File: src/qup_pkg.sv
// Constants, field positions and carrier types for the quad UART host pin block.
// Assumes one 25 MHz clock and host pins that are already synchronous to it.
package qup_pkg;
   localparam int NUM_CH = 4;
   localparam int CLK_MHZ = 25;

   // Per-channel register offsets on the three low address lines.
   localparam logic [2:0] OFS_IER = 3'h1;
   localparam logic [2:0] OFS_ISR = 3'h2;
   localparam logic [2:0] OFS_MCR = 3'h4;
   localparam logic [2:0] OFS_EFR = 3'h5;
   localparam logic [2:0] OFS_MSR = 3'h6;

   // Field positions.
   localparam int IER_RX = 0;
   localparam int IER_TX = 1;
   localparam int IER_LINE = 2;
   localparam int IER_MODEM = 3;
   localparam int MCR_RTS_BIT = 1;
   localparam int MCR_INT_EN_BIT = 3;
   localparam int EFR_AUTO_RTS_BIT = 6;
   localparam int MSR_RING_DELTA_BIT = 2;
   localparam int MSR_RING_BIT = 6;

   // Sync vector layout: read strobe, write strobe, then four chip selects.
   localparam int SY_IOR = 0;
   localparam int SY_IOW = 1;
   localparam int SY_CS = 2;
   localparam int SY_W = 6;

   // Reset values.
   localparam logic [3:0] IER_RESET = 4'h0;
   localparam logic [7:0] MCR_RESET = 8'h00;
   localparam logic [7:0] EFR_RESET = 8'h00;

   // Interrupt source codes, highest priority first.
   localparam logic [2:0] ISR_LINE = 3'h3;
   localparam logic [2:0] ISR_RX = 3'h2;
   localparam logic [2:0] ISR_TX = 3'h1;
   localparam logic [2:0] ISR_MODEM = 3'h0;

   typedef struct packed {
      logic [3:0] rx_ready;
      logic [3:0] tx_empty;
      logic [3:0] line_error;
      logic [3:0] rx_above_trigger;
   } qup_events_t;

   typedef struct packed {
      logic [3:0] interrupt_enable_register;
      logic [7:0] modem_control_register;
      logic [7:0] enhanced_feature_register;
      logic       ring_prev;
      logic       ring_delta;
   } qup_chan_t;
endpackage

File: src/qup_host_port.sv
// Host pin logic of a four-channel UART: strobe decode, per-channel control
// registers, interrupt outputs, ring detect and request-to-send pins.
// Assumes all host pins are synchronous to clk and the host holds address
// and data stable around each strobe edge.
// Operation
// - Strobe mode: write strobe falling edge stores data bus into addressed register.
// - Read/write mode: write strobe pin becomes the read/write select input.
// - Read/write mode: all four channel interrupts merge onto one shared request.
// - Read/write mode: shared request driven low when any enabled channel interrupt is pending.
// - Strobe mode: high reset pin returns registers and outputs to reset state.
// - During reset each channel's transmit output and receive input are disabled.
// - Read/write mode: reset pin is active low with the same effect.
// - Ring input rising edge raises a modem status interrupt for that channel.
// - Modem control request-to-send bit set drives request-to-send pin low.
// - After reset every request-to-send pin is high.
// - Request-to-send affects data flow only with automatic flow control enabled.
// - Read/write mode: select high reads, low writes; chip select and five lines.
// - Strobe mode: read strobe falling edge places addressed register on data bus.
// - Strobe mode: channel interrupt pin enabled by modem control bit three.
`timescale 1ns/1ns
`default_nettype none
module qup_host_port (
   input  wire logic               clk,
   input  wire logic               srst,
   input  wire logic               strobe_mode,
   input  wire logic               reset_pin,
   input  wire logic               io_write_strobe_n,
   input  wire logic               io_read_strobe_n,
   input  wire logic [3:0]         chip_select_n,
   input  wire logic [4:0]         register_address_lines,
   input  wire logic [7:0]         host_data_bus,
   input  wire logic               interrupt_select,
   input  wire logic [3:0]         line_call_alert_n,
   input  var  qup_pkg::qup_events_t chan_events,
   output logic [7:0]              host_data_out,
   output logic                    host_data_oe,
   output logic [3:0]              channel_interrupt_out,
   output logic [3:0]              channel_interrupt_oe,
   output logic                    shared_irq_n_out,
   output logic                    shared_irq_n_oe,
   output logic [3:0]              request_to_send_n,
   output logic [3:0]              flow_stop,
   output logic [3:0]              tx_enable,
   output logic [3:0]              rx_enable
);
   typedef struct packed {
      logic [qup_pkg::SY_W-1:0] s1;
      logic [qup_pkg::SY_W-1:0] s2;
      logic [qup_pkg::SY_W-1:0] s3;
      qup_pkg::qup_chan_t [3:0] ch;
      logic [7:0]               rdata;
      logic                     rdata_oe;
      logic [3:0]               int_out;
      logic [3:0]               int_oe;
      logic                     irq_oe;
      logic [3:0]               rts_n;
      logic [3:0]               flow_stop;
      logic [3:0]               trx_en;
   } qup_state_t;

   qup_state_t st;
   qup_state_t next_st;
   logic       pin_reset;
   logic       rst_all;
   logic       wr_fire;
   logic       rd_fire;
   logic [1:0] sel_ch;
   logic       sel_any;
   logic [3:0] pending;
   logic [7:0] rd_mux;

   // The reset pin polarity follows the bus mode.
   assign pin_reset = strobe_mode ? reset_pin : !reset_pin;
   assign rst_all = srst | pin_reset;

   // Only the second sync stage and its delayed copy are looked at, so a
   // strobe bounce shorter than a clock cannot make a second access.
   always_comb begin
      logic ior_fall;
      logic iow_fall;
      logic cs_fall;
      ior_fall = 1'b0;
      iow_fall = 1'b0;
      cs_fall = 1'b0;
      sel_ch = 2'h0;
      sel_any = 1'b0;
      ior_fall = st.s3[qup_pkg::SY_IOR] & !st.s2[qup_pkg::SY_IOR];
      iow_fall = st.s3[qup_pkg::SY_IOW] & !st.s2[qup_pkg::SY_IOW];
      cs_fall = st.s3[qup_pkg::SY_CS] & !st.s2[qup_pkg::SY_CS];
      if (strobe_mode) begin
         for (int i = 3; i >= 0; i--) begin
            if (!st.s2[qup_pkg::SY_CS+i]) begin
               sel_ch = 2'(i);
               sel_any = 1'b1;
            end
         end
         wr_fire = iow_fall & sel_any;
         rd_fire = ior_fall & sel_any;
      end else begin
         // The write strobe pin carries read/write select; chip select times it.
         sel_ch = register_address_lines[4:3];
         sel_any = !st.s2[qup_pkg::SY_CS];
         wr_fire = cs_fall & !st.s2[qup_pkg::SY_IOW];
         rd_fire = cs_fall & st.s2[qup_pkg::SY_IOW];
      end
   end

   for (genvar g = 0; g < 4; g++) begin : g_pend
      assign pending[g] = |(st.ch[g].interrupt_enable_register & {st.ch[g].ring_delta, chan_events.line_error[g],
                                             chan_events.tx_empty[g],
                                             chan_events.rx_ready[g]});
   end

   always_comb begin
      qup_pkg::qup_chan_t c;
      logic [2:0] id;
      c = st.ch[sel_ch];
      id = qup_pkg::ISR_MODEM;
      if (c.interrupt_enable_register[qup_pkg::IER_TX] & chan_events.tx_empty[sel_ch]) id = qup_pkg::ISR_TX;
      if (c.interrupt_enable_register[qup_pkg::IER_RX] & chan_events.rx_ready[sel_ch]) id = qup_pkg::ISR_RX;
      if (c.interrupt_enable_register[qup_pkg::IER_LINE] & chan_events.line_error[sel_ch]) id = qup_pkg::ISR_LINE;
      unique case (register_address_lines[2:0])
         qup_pkg::OFS_IER: rd_mux = {4'h0, c.interrupt_enable_register};
         qup_pkg::OFS_ISR: rd_mux = {4'h0, id, !pending[sel_ch]};
         qup_pkg::OFS_MCR: rd_mux = c.modem_control_register;
         qup_pkg::OFS_EFR: rd_mux = c.enhanced_feature_register;
         qup_pkg::OFS_MSR: begin
            rd_mux = 8'h00;
            rd_mux[qup_pkg::MSR_RING_BIT] = !line_call_alert_n[sel_ch];
            rd_mux[qup_pkg::MSR_RING_DELTA_BIT] = c.ring_delta;
         end
         default: rd_mux = 8'h00;
      endcase
   end

   always_comb begin
      next_st = st;
      next_st.s1 = {chip_select_n, io_write_strobe_n, io_read_strobe_n};
      next_st.s2 = st.s1;
      next_st.s3 = st.s2;
      for (int i = 0; i < 4; i++) begin
         next_st.ch[i].ring_prev = line_call_alert_n[i];
         // A read of the status clears the flag, but a new edge in that cycle wins.
         if (rd_fire && sel_ch == 2'(i) && register_address_lines[2:0] == qup_pkg::OFS_MSR)
            next_st.ch[i].ring_delta = 1'b0;
         if (!st.ch[i].ring_prev && line_call_alert_n[i])
            next_st.ch[i].ring_delta = 1'b1;
         if (wr_fire && sel_ch == 2'(i)) begin
            unique case (register_address_lines[2:0])
               qup_pkg::OFS_IER: next_st.ch[i].interrupt_enable_register = host_data_bus[3:0];
               qup_pkg::OFS_MCR: next_st.ch[i].modem_control_register = host_data_bus;
               qup_pkg::OFS_EFR: next_st.ch[i].enhanced_feature_register = host_data_bus;
               default: ;
            endcase
         end
         next_st.flow_stop[i] = st.ch[i].enhanced_feature_register[qup_pkg::EFR_AUTO_RTS_BIT]
                                & chan_events.rx_above_trigger[i];
         next_st.rts_n[i] = !(st.ch[i].modem_control_register[qup_pkg::MCR_RTS_BIT] & !next_st.flow_stop[i]);
         next_st.int_out[i] = strobe_mode & pending[i];
         next_st.int_oe[i] = strobe_mode & (st.ch[i].modem_control_register[qup_pkg::MCR_INT_EN_BIT]
                             | interrupt_select);
      end
      next_st.irq_oe = !strobe_mode & (|pending);
      next_st.trx_en = 4'hf;
      if (rd_fire)
         next_st.rdata = rd_mux;
      if (strobe_mode)
         next_st.rdata_oe = sel_any & !st.s2[qup_pkg::SY_IOR];
      else
         next_st.rdata_oe = sel_any & st.s2[qup_pkg::SY_IOW];
      if (rst_all) begin
         next_st = '0;
         next_st.s1 = '1;
         next_st.s2 = '1;
         next_st.s3 = '1;
         for (int i = 0; i < 4; i++) begin
            next_st.ch[i].interrupt_enable_register = qup_pkg::IER_RESET;
            next_st.ch[i].modem_control_register = qup_pkg::MCR_RESET;
            next_st.ch[i].enhanced_feature_register = qup_pkg::EFR_RESET;
            next_st.ch[i].ring_prev = 1'b1;
         end
         next_st.rts_n = 4'hf;
         next_st.trx_en = 4'h0;
      end
   end

   always_ff @(posedge clk) begin
      st <= next_st;
   end

   assign host_data_out = st.rdata;
   assign host_data_oe = st.rdata_oe;
   assign channel_interrupt_out = st.int_out;
   assign channel_interrupt_oe = st.int_oe;
   assign shared_irq_n_out = 1'b0;
   assign shared_irq_n_oe = st.irq_oe;
   assign request_to_send_n = st.rts_n;
   assign flow_stop = st.flow_stop;
   assign tx_enable = st.trx_en;
   assign rx_enable = st.trx_en;
endmodule // qup_host_port
`default_nettype wire

File: config.mk
export PLATFORM = sky130hd
export DESIGN_NAME = qup_host_port
export DESIGN_NICKNAME = d
export VERILOG_FILES = /design/src/qup_pkg.sv /design/src/qup_host_port.sv
export SDC_FILE = /design/constraint.sdc
export NUM_CORES = 1
export LEC_CHECK = 0
export BUFFER_PORTS_ARGS = -buffer_cell sky130_fd_sc_hd__buf_2
export CAP_MARGIN = 10
export CORE_MARGIN = 4
export CORE_UTILIZATION = 40
export CTS_CLUSTER_DIAMETER = 40
export DETAILED_ROUTE_END_ITERATION = 8
export HOLD_SLACK_MARGIN = 0.12
export PLACE_DENSITY = 0.63
export RECOVER_POWER = 25
export REMOVE_ABC_BUFFERS = 1
export SYNTH_ARGS = -nofsm -noshare
export SYNTH_HDL_FRONTEND = slang
export SYNTH_SLANG_ARGS = --single-unit
File: constraint.sdc
create_clock -name clk -period 1.71 [get_ports clk]
set_input_delay 0.342 -clock clk [delete_from_list [all_inputs] [get_ports clk]]
set_output_delay 0.342 -clock clk [all_outputs]
set_load 0.01 [all_outputs]
==> impl_metrics.yaml, run 1 <==
cts:
  cts.sinks: 130
  cts_tree: "yes"
  cts_inserted_buffers: 17
  h-tree-depth: 4
  cts.reportedPaths.clkPinSlew_ps: 60
  clockBufferDepth: 2
  worstSkewPairLatency_ps: 420
  cts_root_buf: "clkbuf_16"
power_and_ir_drop:
  power.leakage_nw: 3.533
  irDropWorstVdd_uv: 839.6
  p_per_area_mw_per_mm2: 962.6
routing:
  drcViolationCount: 0
  wirelength_mm: 17.03
  drt_pre_antenna_iters: 5
  dr_total_vias: 5033
  postRouteAntennaNets: 0
  drt_iter0_markers: 343
  via_per_inst: 5.270
  wl_per_cell_um: 17.83
finish:
  post-route-util_pct: 54.40
  design_area_mm2: 0.007876
  layout.nets: 802
  drive_above_1_share_pct: 29.44
  syn_to_final_growth_pct: 33.34
  antenna_cells: 0
logic_synthesis:
  synth-xor-area-share_pct: 0
  synthAdderAreaFrac_pct: 0
  synthSimpleGateAreaFrac_pct: 21.92
  synth.most_common_cell: "dfxtp_1"
  synth_edf_count: 0
  ys_warn_count: 0
  yosysSeqAreaShare_pct: 44.06
  synth_mux_area_share_pct: 17.77
  synth_commonest_cells: "dfxtp_1, mux2i_1, nor2_1, nand2_1, buf_4"
  synth-seq-cells: 130
  syn_area_mm2: 0.005907
  yosys.area.top_type: "dfxtp_1"
  synth_flop_cell: "dfxtp_1"
  synth_top_family_by_area: "simple AND/OR/NAND/NOR gates"
  async_flop_share_pct: 0
  ys_types: 52
  yosysTopAreaCellShare_pct: 44.06
  syn_avg_cell_area_um2: 9.215
  synthTopCellsByArea: "dfxtp_1, mux2i_1, nor2_1"
  synth_compound_area_share_pct: 8.896
  synth_cells: 641
sta:
  slew_viol_final: 0
  finalSetupViolations: 72
  fmax_ghz: 0.5469
  skew_ps: 7.385
  hold_viol: 0
  setup_ws_ps: -118.6
  grt_setup_unrepaired: "true"
  whs_ps: 144.2
  fin_crit_sh_pct: 106.9
  fin_crit_ps: 1829
placement:
  portBuffers: 77
  place_ws_ps: -526.5
  dp_hpwl_mm: 11.77
  placed_cell_area_mm2: 0.006698
  place.gp.congestion: 0.8843
worst_hold_path:
  hold_end: "st[31]$_SDFF_PN1_"
  hold-path-cell-count: 2
  hp-class: "in2reg"
  min_from: "line_call_alert_n[0]"
global_route:
  track_usage_pct: 20.51
  grt_antenna_before_repair: 0
  first_global_vias: 5083
  grt_pass1_wl_mm: 26.60
  grt_max_degree: 45
  grt_overflow: 0
setup_path:
  crit_path_start_kind: "register"
  cp_max_fo: 4
  path_class: "reg2reg"
  reg2reg_slack_ps: -120
  endpoint_kind: "register"
  crit_arrival_ps: 2160
  rr_endpoint: "host_data_out[6]$_SDFFE_PN0P_"
  cp.required_ps: 2040
  r2r_start: "st[126]$_SDFF_PN1_"
  reg2reg_depth: 7
floorplanning:
  dieArea_mm2: 0.01678
  die_w_um: 129.5
  ios: 79
  rows: 44
  design.core.area_mm2: 0.01448
  start_util_pct: 40.80
  die_h_um: 129.5
outcome:
  status: "complete, but fails checks"
  violations: "negative setup slack"
flow_run:
  cap_viol_max_count: 0
==> critical path, cell delays in order, from the launching register on <==
cell and delay (ps):
dfxtp_4 360, nor3b_4 210, buf_4 150, a32oi_2 50, a211o_1 260, or3_4 380
o31a_1 270, o31ai_2 60
==> flip-flops by register name, summed over array words and instances (netlist names) <==
name and flops:
channel_interrupt_out 4, request_to_send_n 4, st 103, host_data_oe 1, host_data_out 8, shared_irq_n_oe 1, flow_stop 4, channel_interrupt_oe 4
rx_enable 1
==> per-stage QoR <==
step / TNS, ps / power, mW / cells
final: -5348 / 7.582 / 955
after global routing: -10780 / 7.810 / 955
after CTS: -5461 / 7.582 / 952
after detailed placement: -36560 / 3.650 / 901
after global placement: -33100 / 3.647 / 901
after floorplan: -115450 / 3.328 / 571
==> metal layers <==
| metal | GRT usage [%] | part of all wire, % | vias up |
|---|---|---|---|
| met5 | 0 | 0 | - |
| met4 | 5.868 | 1.5 | 0 |
| met3 | 4.823 | 5.3 | 22 |
| met2 | 34.21 | 48 | 156 |
| met1 | 26.65 | 45 | 2426 |
| li1 | - | - | 2429 |
==> report_power, final <==
part | switching, mW | internal (mW) | leakage [nW] | total [mW]
clock network | 1.38 | 2.51 | 0.301 | 3.89
logic | 0.355 | 0.278 | 2.18 | 0.633
registers | 0.00994 | 3.05 | 1.05 | 3.06
==> what timing repair did <==
action	CTS	global route
endpoints found under the hold margin	7	0
resized for setup	47	30
hold buffers	7	0
gates cloned	0	1
buffers inserted	13	2
pin swaps	24	21
endpoints found under the setup margin	88	92
==> worst max path at each step <==
stage                             startpoint  depth (start not counted)                            end  slack (ps)
after floorplan                  strobe_mode                          5  host_data_out[7]$_SDFFE_PN0P_       -1790
after global placement           strobe_mode                          7  host_data_out[0]$_SDFFE_PN0P_        -440
after detailed placement         strobe_mode                          8            st[70]$_SDFFE_PN0P_        -530
after CTS                 st[126]$_SDFF_PN1_                          8  host_data_out[2]$_SDFFE_PN0P_        -130
after global routing      st[126]$_SDFF_PN1_                          9            st[60]$_SDFFE_PN0P_        -210
final                     st[126]$_SDFF_PN1_                          7  host_data_out[6]$_SDFFE_PN0P_        -120
==> logic make-up after synthesis <==
logic type / after synthesis
simple gates: 267
flops: 130
mux: 101
buf+inv: 73
compound gates: 69
other cells: 1
==> area by class of cell <==
| class | count | area (um2) |
|---|---|---|
| fill | 1285 | 6603 |
| multi-input combinational | 438 | 3132 |
| clock inverter | 13 | 182.7 |
| inverter | 3 | 11.26 |
| tap | 184 | 230.2 |
| clock buffer | 19 | 452.9 |
| timing repair buffer | 168 | 1257 |
| sequential | 130 | 2610 |
==> cell usage in the layout, fill, tap and decap left out, types with 3 or more instances in the layout <==
| cell type | synthesis | routed |
|---|---|---|
| buf_8 | 0 | 3 |
| mux2i_2 | 0 | 5 |
| nand4_1 | 3 | 3 |
| mux2i_1 | 97 | 92 |
| nor3_4 | 0 | 3 |
| a221o_1 | 5 | 5 |
| buf_12 | 0 | 8 |
| buf_2 | 8 | 60 |
| a211o_1 | 4 | 4 |
| dfxtp_2 | 0 | 3 |
| buf_4 | 37 | 56 |
| o211ai_1 | 3 | 3 |
| nor3_1 | 10 | 9 |
| a32oi_1 | 3 | 3 |
| and3_1 | 5 | 5 |
| nor2b_1 | 5 | 4 |
| clkinvlp_4 | 0 | 4 |
| buf_6 | 1 | 15 |
| o31ai_2 | 0 | 3 |
| nor4_1 | 3 | 3 |
| nand3_4 | 4 | 12 |
| nor2_1 | 91 | 90 |
| nand3_1 | 27 | 23 |
| a22o_1 | 4 | 4 |
| a21oi_1 | 15 | 15 |
| mux4_2 | 3 | 3 |
| nand2b_1 | 28 | 28 |
| dfxtp_1 | 130 | 126 |
| inv_1 | 3 | 3 |
| a211oi_2 | 0 | 3 |
| clkbuf_16 | 0 | 18 |
| nand2_1 | 73 | 71 |
| clkinv_2 | 0 | 3 |
| o21a_1 | 4 | 4 |
| clkbuf_1 | 22 | 18 |
| dlygate4sd3_1 | 0 | 7 |
| bufinv_16 | 0 | 4 |
No activity file was read; power rests on OpenSTA's default activity.
==> inputs of run 2 (changes only) <==
Settings changed: CORE_ASPECT_RATIO set to 1.4.
==> impl_metrics.yaml, run 2 (same netlist as run 1, synthesis figures left out) <==
sta:
  whs_ps: 128.3
  setup_ws_ps: -257.3
  fmax_ghz: 0.5083
  fin_crit_sh_pct: 115.0
  slew_viol_final: 0
  fin_crit_ps: 1967
  finalSetupViolations: 89
  hold_viol: 0
  skew_ps: 10.90
  grt_setup_unrepaired: "true"
routing:
  drt_pre_antenna_iters: 5
  wl_per_cell_um: 18.42
  drt_iter0_markers: 226
  wirelength_mm: 17.90
  via_per_inst: 5.251
  top_layer: "met4"
  wl_met2_mm: 9.477
  drcViolationCount: 0
  met3_length_um: 787
  m1WireLength_mm: 6.921
  postRouteAntennaNets: 0
  dr_total_vias: 5104
worst_hold_path:
  hp-class: "in2reg"
  min_from: "chip_select_n[2]"
  hold_end: "st[134]$_SDFF_PN1_"
  hold-path-cell-count: 2
global_route:
  grt_pass1_wl_mm: 27.50
  grt_antenna_before_repair: 0
  grt_max_degree: 64
  grt_overflow: 0
  track_usage_pct: 21.03
  first_global_vias: 5292
finish:
  filler_cell_count: 1334
  largest_reg_flops: 103
  antenna_cells: 0
  regMostFlops: "st"
  ff_latch_area_mm2: 0.002610
  layout.nets: 814
  layout_commonest_cell: "dfxtp_1"
  multi_input_area_mm2: 0.003055
  design_area_mm2: 0.007789
  layout_common_cells: "dfxtp_1, mux2i_1, nor2_1"
  syn_to_final_growth_pct: 31.86
  drive_above_1_share_pct: 29.89
setup_path:
  startpoint: "st[126]$_SDFF_PN1_"
  crit_path_start_kind: "register"
  r2r_start: "st[126]$_SDFF_PN1_"
  cp.required_ps: 2010
  cp_max_fo: 8
  cp_top_family: "buffers and inverters"
  reg2reg_depth: 7
  rr_endpoint: "host_data_out[7]$_SDFFE_PN0P_"
  critPathMaxStageDelay_ps: 390
  crit_path_frequent_cell: "buf_4"
  endpoint_kind: "register"
  reg2reg_slack_ps: -260
  crit_arrival_ps: 2270
  cpMaxStageDelayCell: "dfxtp_4"
  path_buf_inv: 3
  path_class: "reg2reg"
  worstPathCellList: "nand4_1 > buf_4 > a32oi_2 > buf_4 > nor4_1 > buf_4 > a221o_1"
power_and_ir_drop:
  internal-power_mw: 5.230
  power.leakage_nw: 3.572
  irDropWorstVdd_uv: 574.7
  switchingPower_mw: 1.789
  netSwitchingFraction_pct: 25.49
  power_frac_seq_pct: 43.5
  p_per_area_mw_per_mm2: 901.2
  p_clk_share_pct: 47.5
  combPwrFrac_pct: 8.9
outcome:
  status: "complete, but fails checks"
  violations: "negative setup slack"
cts:
  cts_tree: "yes"
  h-tree-depth: 4
  cts.sinks: 130
  cts_inserted_buffers: 17
  cts.reportedPaths.clkPinSlew_ps: 60
  cts_root_buf: "clkbuf_16"
  clockBufferDepth: 2
  worstSkewPairLatency_ps: 420
placement:
  place.gp.congestion: 0.9094
  placed_cell_area_mm2: 0.006822
  dp_hpwl_mm: 13.08
  portBuffers: 77
floorplanning:
  die_w_um: 110.7
  die_h_um: 151.8
  dieArea_mm2: 0.01680
  design.core.area_mm2: 0.01444
  start_util_pct: 40.90
  rows: 52
  ios: 79
flow_run:
  cap_viol_max_count: 0
run 2: cell types whose count changed in the layout (fill, tap and decap cells not counted), moves of 3 or more:
| cell | delta |
|---|---|
| buf_2 | +3 |
| buf_4 | +15 |
| mux2i_1 | +3 |
| bufinv_16 | -4 |
| and2_1 | +3 |
| mux2i_2 | -3 |
| inv_6 | +4 |
| buf_6 | -3 |
| nand3_4 | -6 |
| nand3_2 | +6 |
run 2: metrics by stage:
step	instances	setup TNS, ps	setup slack [ps]	total power, mW	util (%)
2_1_floorplan	571	-115450	-1791	3.328	-
3_3_place_gp	920	-31750	-402.9	3.664	47.23
3_5_place_dp	920	-38810	-521.9	3.669	47.23
4_1_cts	960	-7735	-199.6	7.005	52.18
5_1_grt	972	-15440	-317.0	7.238	53.92
6_report	972	-7907	-257.3	7.020	53.92
run 2: repair_timing:
action / CTS / global route
hold buffers: 6 / 0
setup buffers: 2 / 12
hold endpoints to repair: 6 / 0
gates cloned: 0 / 1
setup endpoints to repair: 92 / 92
gates resized for setup: 18 / 36
pin swaps: 7 / 27
run 2: how the worst max path moves through the flow:
| stage | endpoint | slack, ps | depth (start not counted) |
|---|---|---|---|
| 2_1_floorplan | host_data_out[7]$_SDFFE_PN0P_ | -1790 | 5 |
| 3_3_place_gp | st[88]$_SDFFE_PN0P_ | -400 | 7 |
| 3_5_place_dp | st[66]$_SDFFE_PN0P_ | -520 | 7 |
| 4_1_cts | host_data_out[6]$_SDFFE_PN0P_ | -200 | 7 |
| 5_1_grt | host_data_out[7]$_SDFFE_PN0P_ | -320 | 7 |
| 6_report | host_data_out[7]$_SDFFE_PN0P_ | -260 | 7 |
run 2: area by class of cell:
cell class                 count  area share (%)
clock buffer                  19           5.687
inverter                       3          0.1446
multi-input combinational    438           39.23
clock inverter                13           1.301
timing repair buffer         180           17.09
sequential                   130           33.51
tap                          189           3.036
run 2: power by group through the flow:
stage	registers, mW	logic, mW	clock network [mW]
after detailed placement	3.12	0.547	0
final	3.06	0.626	3.34
after global placement	3.12	0.542	0
after CTS	3.05	0.575	3.38
after floorplan	3.13	0.199	0
after global routing	3.06	0.668	3.51
run 2: per-layer routing:
layer  vias up  track usage, %
met2       150           40.07
met5         -               0
met3        43           4.172
met4         0           9.797
met1      2466           22.24
li1       2445               -
==> inputs of run 3 (changes only) <==
Settings changed: ABC_AREA set to 1.
Clock period 1.71 ns to 1.79 ns, I/O delays scaled along.
==> impl_metrics.yaml, run 3 <==
sta:
  fin_crit_ps: 1880
  hold_viol: 0
  slew_viol_final: 0
  grt_setup_unrepaired: "true"
  setup_ws_ps: -90.15
  whs_ps: 117.7
  finalSetupViolations: 9
  skew_ps: 24.31
  fin_crit_sh_pct: 105.0
  slew_headroom_pct: 56.55
  fmax_ghz: 0.5319
  worst_slew_pin_slew_ps: 650.2
setup_path:
  cp_max_fo: 6
  r2r_start: "st[129]$_SDFF_PN1_"
  path_class: "reg2reg"
  rr_endpoint: "host_data_out[6]$_SDFFE_PN0P_"
  crit_arrival_ps: 2170
  cp.required_ps: 2080
  reg2reg_slack_ps: -90
  reg2reg_depth: 11
  crit_path_start_kind: "register"
  endpoint_kind: "register"
routing:
  drt_pre_antenna_iters: 5
  drt_iter0_markers: 371
  met3_length_um: 889
  top_layer: "met4"
  via_per_inst: 5.195
  dr_total_vias: 5657
  m1WireLength_mm: 7.167
  wl_per_cell_um: 17.36
  postRouteAntennaNets: 0
  wirelength_mm: 18.90
  drcViolationCount: 0
  wl_met2_mm: 9.557
finish:
  syn_to_final_growth_pct: 31.25
  layout.nets: 931
  regMostFlops: "st"
  drive_above_1_share_pct: 31.11
  post-route-util_pct: 53.82
  design_area_mm2: 0.007809
  antenna_cells: 0
  layout_commonest_cell: "nand2_1"
  largest_reg_flops: 103
  filler_cell_count: 1355
  layout_common_cells: "nand2_1, dfxtp_1, a21oi_1"
power_and_ir_drop:
  netSwitchingFraction_pct: 24.18
  power.leakage_nw: 3.117
  p_per_area_mw_per_mm2: 936.1
  combPwrFrac_pct: 9.9
  irDropWorstVdd_uv: 672.0
  power_frac_seq_pct: 40.0
  switchingPower_mw: 1.768
  p_clk_share_pct: 50.1
  internal-power_mw: 5.542
placement:
  dp_hpwl_mm: 12.47
  place.gp.congestion: 0.8926
  place_ws_ps: -263.3
  placed_cell_area_mm2: 0.006604
  portBuffers: 77
logic_synthesis:
  ys_warn_count: 0
  synthAdderAreaFrac_pct: 0
  yosys.area.top_type: "dfxtp_1"
  syn_avg_cell_area_um2: 7.589
  synth_compound_area_share_pct: 20.04
  ys_types: 45
  synth-xor-area-share_pct: 0
  synth-seq-cells: 130
  synth_commonest_cells: "nand2_1, dfxtp_1, a21oi_1, o21ai_0, inv_1"
  synth_cells: 784
  synth_top_family_by_area: "simple AND/OR/NAND/NOR gates"
  synth_flop_cell: "dfxtp_1"
  synth.most_common_cell: "nand2_1"
  synth_mux_area_share_pct: 0
  yosysSeqAreaShare_pct: 43.74
  synthSimpleGateAreaFrac_pct: 22.38
  yosysTopAreaCellShare_pct: 43.74
  synth_edf_count: 0
  async_flop_share_pct: 0
  synthTopCellsByArea: "dfxtp_1, nand2_1, a21oi_1"
  syn_area_mm2: 0.005949
floorplanning:
  die_w_um: 111.1
  dieArea_mm2: 0.01692
  design.core.area_mm2: 0.01451
  ios: 79
  rows: 52
  start_util_pct: 41.01
  die_h_um: 152.3
global_route:
  grt_max_degree: 65
  first_global_vias: 5467
  track_usage_pct: 21.01
  grt_pass1_wl_mm: 28.15
  grt_overflow: 0
  grt_antenna_before_repair: 0
flow_run:
  cap_viol_max_count: 0
worst_hold_path:
  min_from: "chip_select_n[0]"
  hold-path-cell-count: 2
  hp-class: "in2reg"
  hold_end: "st[132]$_SDFF_PN1_"
cts:
  cts.sinks: 130
  cts.reportedPaths.clkPinSlew_ps: 60
  clockBufferDepth: 2
  cts_root_buf: "clkbuf_16"
  cts_tree: "yes"
  h-tree-depth: 4
  worstSkewPairLatency_ps: 430
  cts_inserted_buffers: 17
outcome:
  violations: "negative setup slack"
  status: "complete, but fails checks"
-- run 3: cell types whose count changed after synthesis, moves of 10 or more --
cell / delta
a21oi_1: +79
inv_1: +82
mux2i_1: -97
nand2_1: +70
nand2_2: +10
nand2b_1: -28
nor2_1: -50
o21ai_0: +84
o22ai_1: +15
or2_2: +16
-- run 3: what timing repair did --
item                                    in CTS  in global routing
gates cloned                                 3                  4
endpoints found under the setup margin      85                 88
hold buffers                                 1                  1
pin swaps                                    9                 27
endpoints found under the hold margin        1                  1
buffers inserted                             5                 11
gates resized for setup                     33                119
-- run 3: routing by layer --
metal	up-vias	global-route usage (%)
met4	0	13.86
li1	2739	-
met1	2614	22.12
met3	79	4.489
met2	225	37.41
met5	-	0
-- run 3: area by class of cell --
class	instances	area [um2]	share of cell area [%]
Clock buffer	21	480.5	6.153
Clock inverter	11	148.9	1.907
Inverter	93	381.6	4.887
Multi-Input combinational cell	499	2863	36.66
Sequential cell	130	2613	33.46
Tap cell	189	236.5	3.028
Timing Repair Buffer	146	1086	13.91
-- run 3: how the worst max path moves through the flow --
stage / start / to / slack, ps / depth (start not counted)
final: st[129]$_SDFF_PN1_ / host_data_out[6]$_SDFFE_PN0P_ / -90 / 11
after global routing: st[129]$_SDFF_PN1_ / host_data_out[6]$_SDFFE_PN0P_ / -140 / 11
after CTS: st[126]$_SDFF_PN1_ / st[66]$_SDFFE_PN0P_ / -4 / 11
after detailed placement: strobe_mode / host_data_out[0]$_SDFFE_PN0P_ / -260 / 13
after global placement: strobe_mode / host_data_out[0]$_SDFFE_PN0P_ / -230 / 11
after floorplan: strobe_mode / host_data_oe$_SDFF_PN0_ / -1870 / 5
-- run 3: cell families after synthesis --
group / Yosys count
buffers and inverters: 161
AND/OR/NAND/NOR: 273
flip-flops: 130
other: 1
AO/OA/AOI/OAI: 219
-- run 3: critical path, cell delays in order (launching register included) --
cell and delay (ps):
dfxtp_2 340, nand2_2 80, nand2_4 80, o21bai_4 90
buf_12 140, nand2_4 150, buf_4 190, o22ai_1 80
o21ai_1 310, nand3_1 130, nand2_1 90, a21oi_2 50
-- run 3: power groups by stage --
stage / combinational [mW] / clock (mW) / sequential, mW
detailed placement: 0.602 / 0 / 2.99
finish: 0.723 / 3.66 / 2.93
global placement: 0.598 / 0 / 2.99
floorplan: 0.280 / 0 / 3.00
global route: 0.778 / 3.82 / 2.93
CTS: 0.645 / 3.69 / 2.93
-- run 3: per-stage QoR --
stage / power, mW / cells / setup TNS (ps)
floorplan: 3.277 / 716 / -155210
CTS: 7.268 / 1074 / -20.18
global placement: 3.588 / 1033 / -8674
detailed placement: 3.593 / 1033 / -9782
global route: 7.526 / 1089 / -2875
finish: 7.310 / 1089 / -233.0
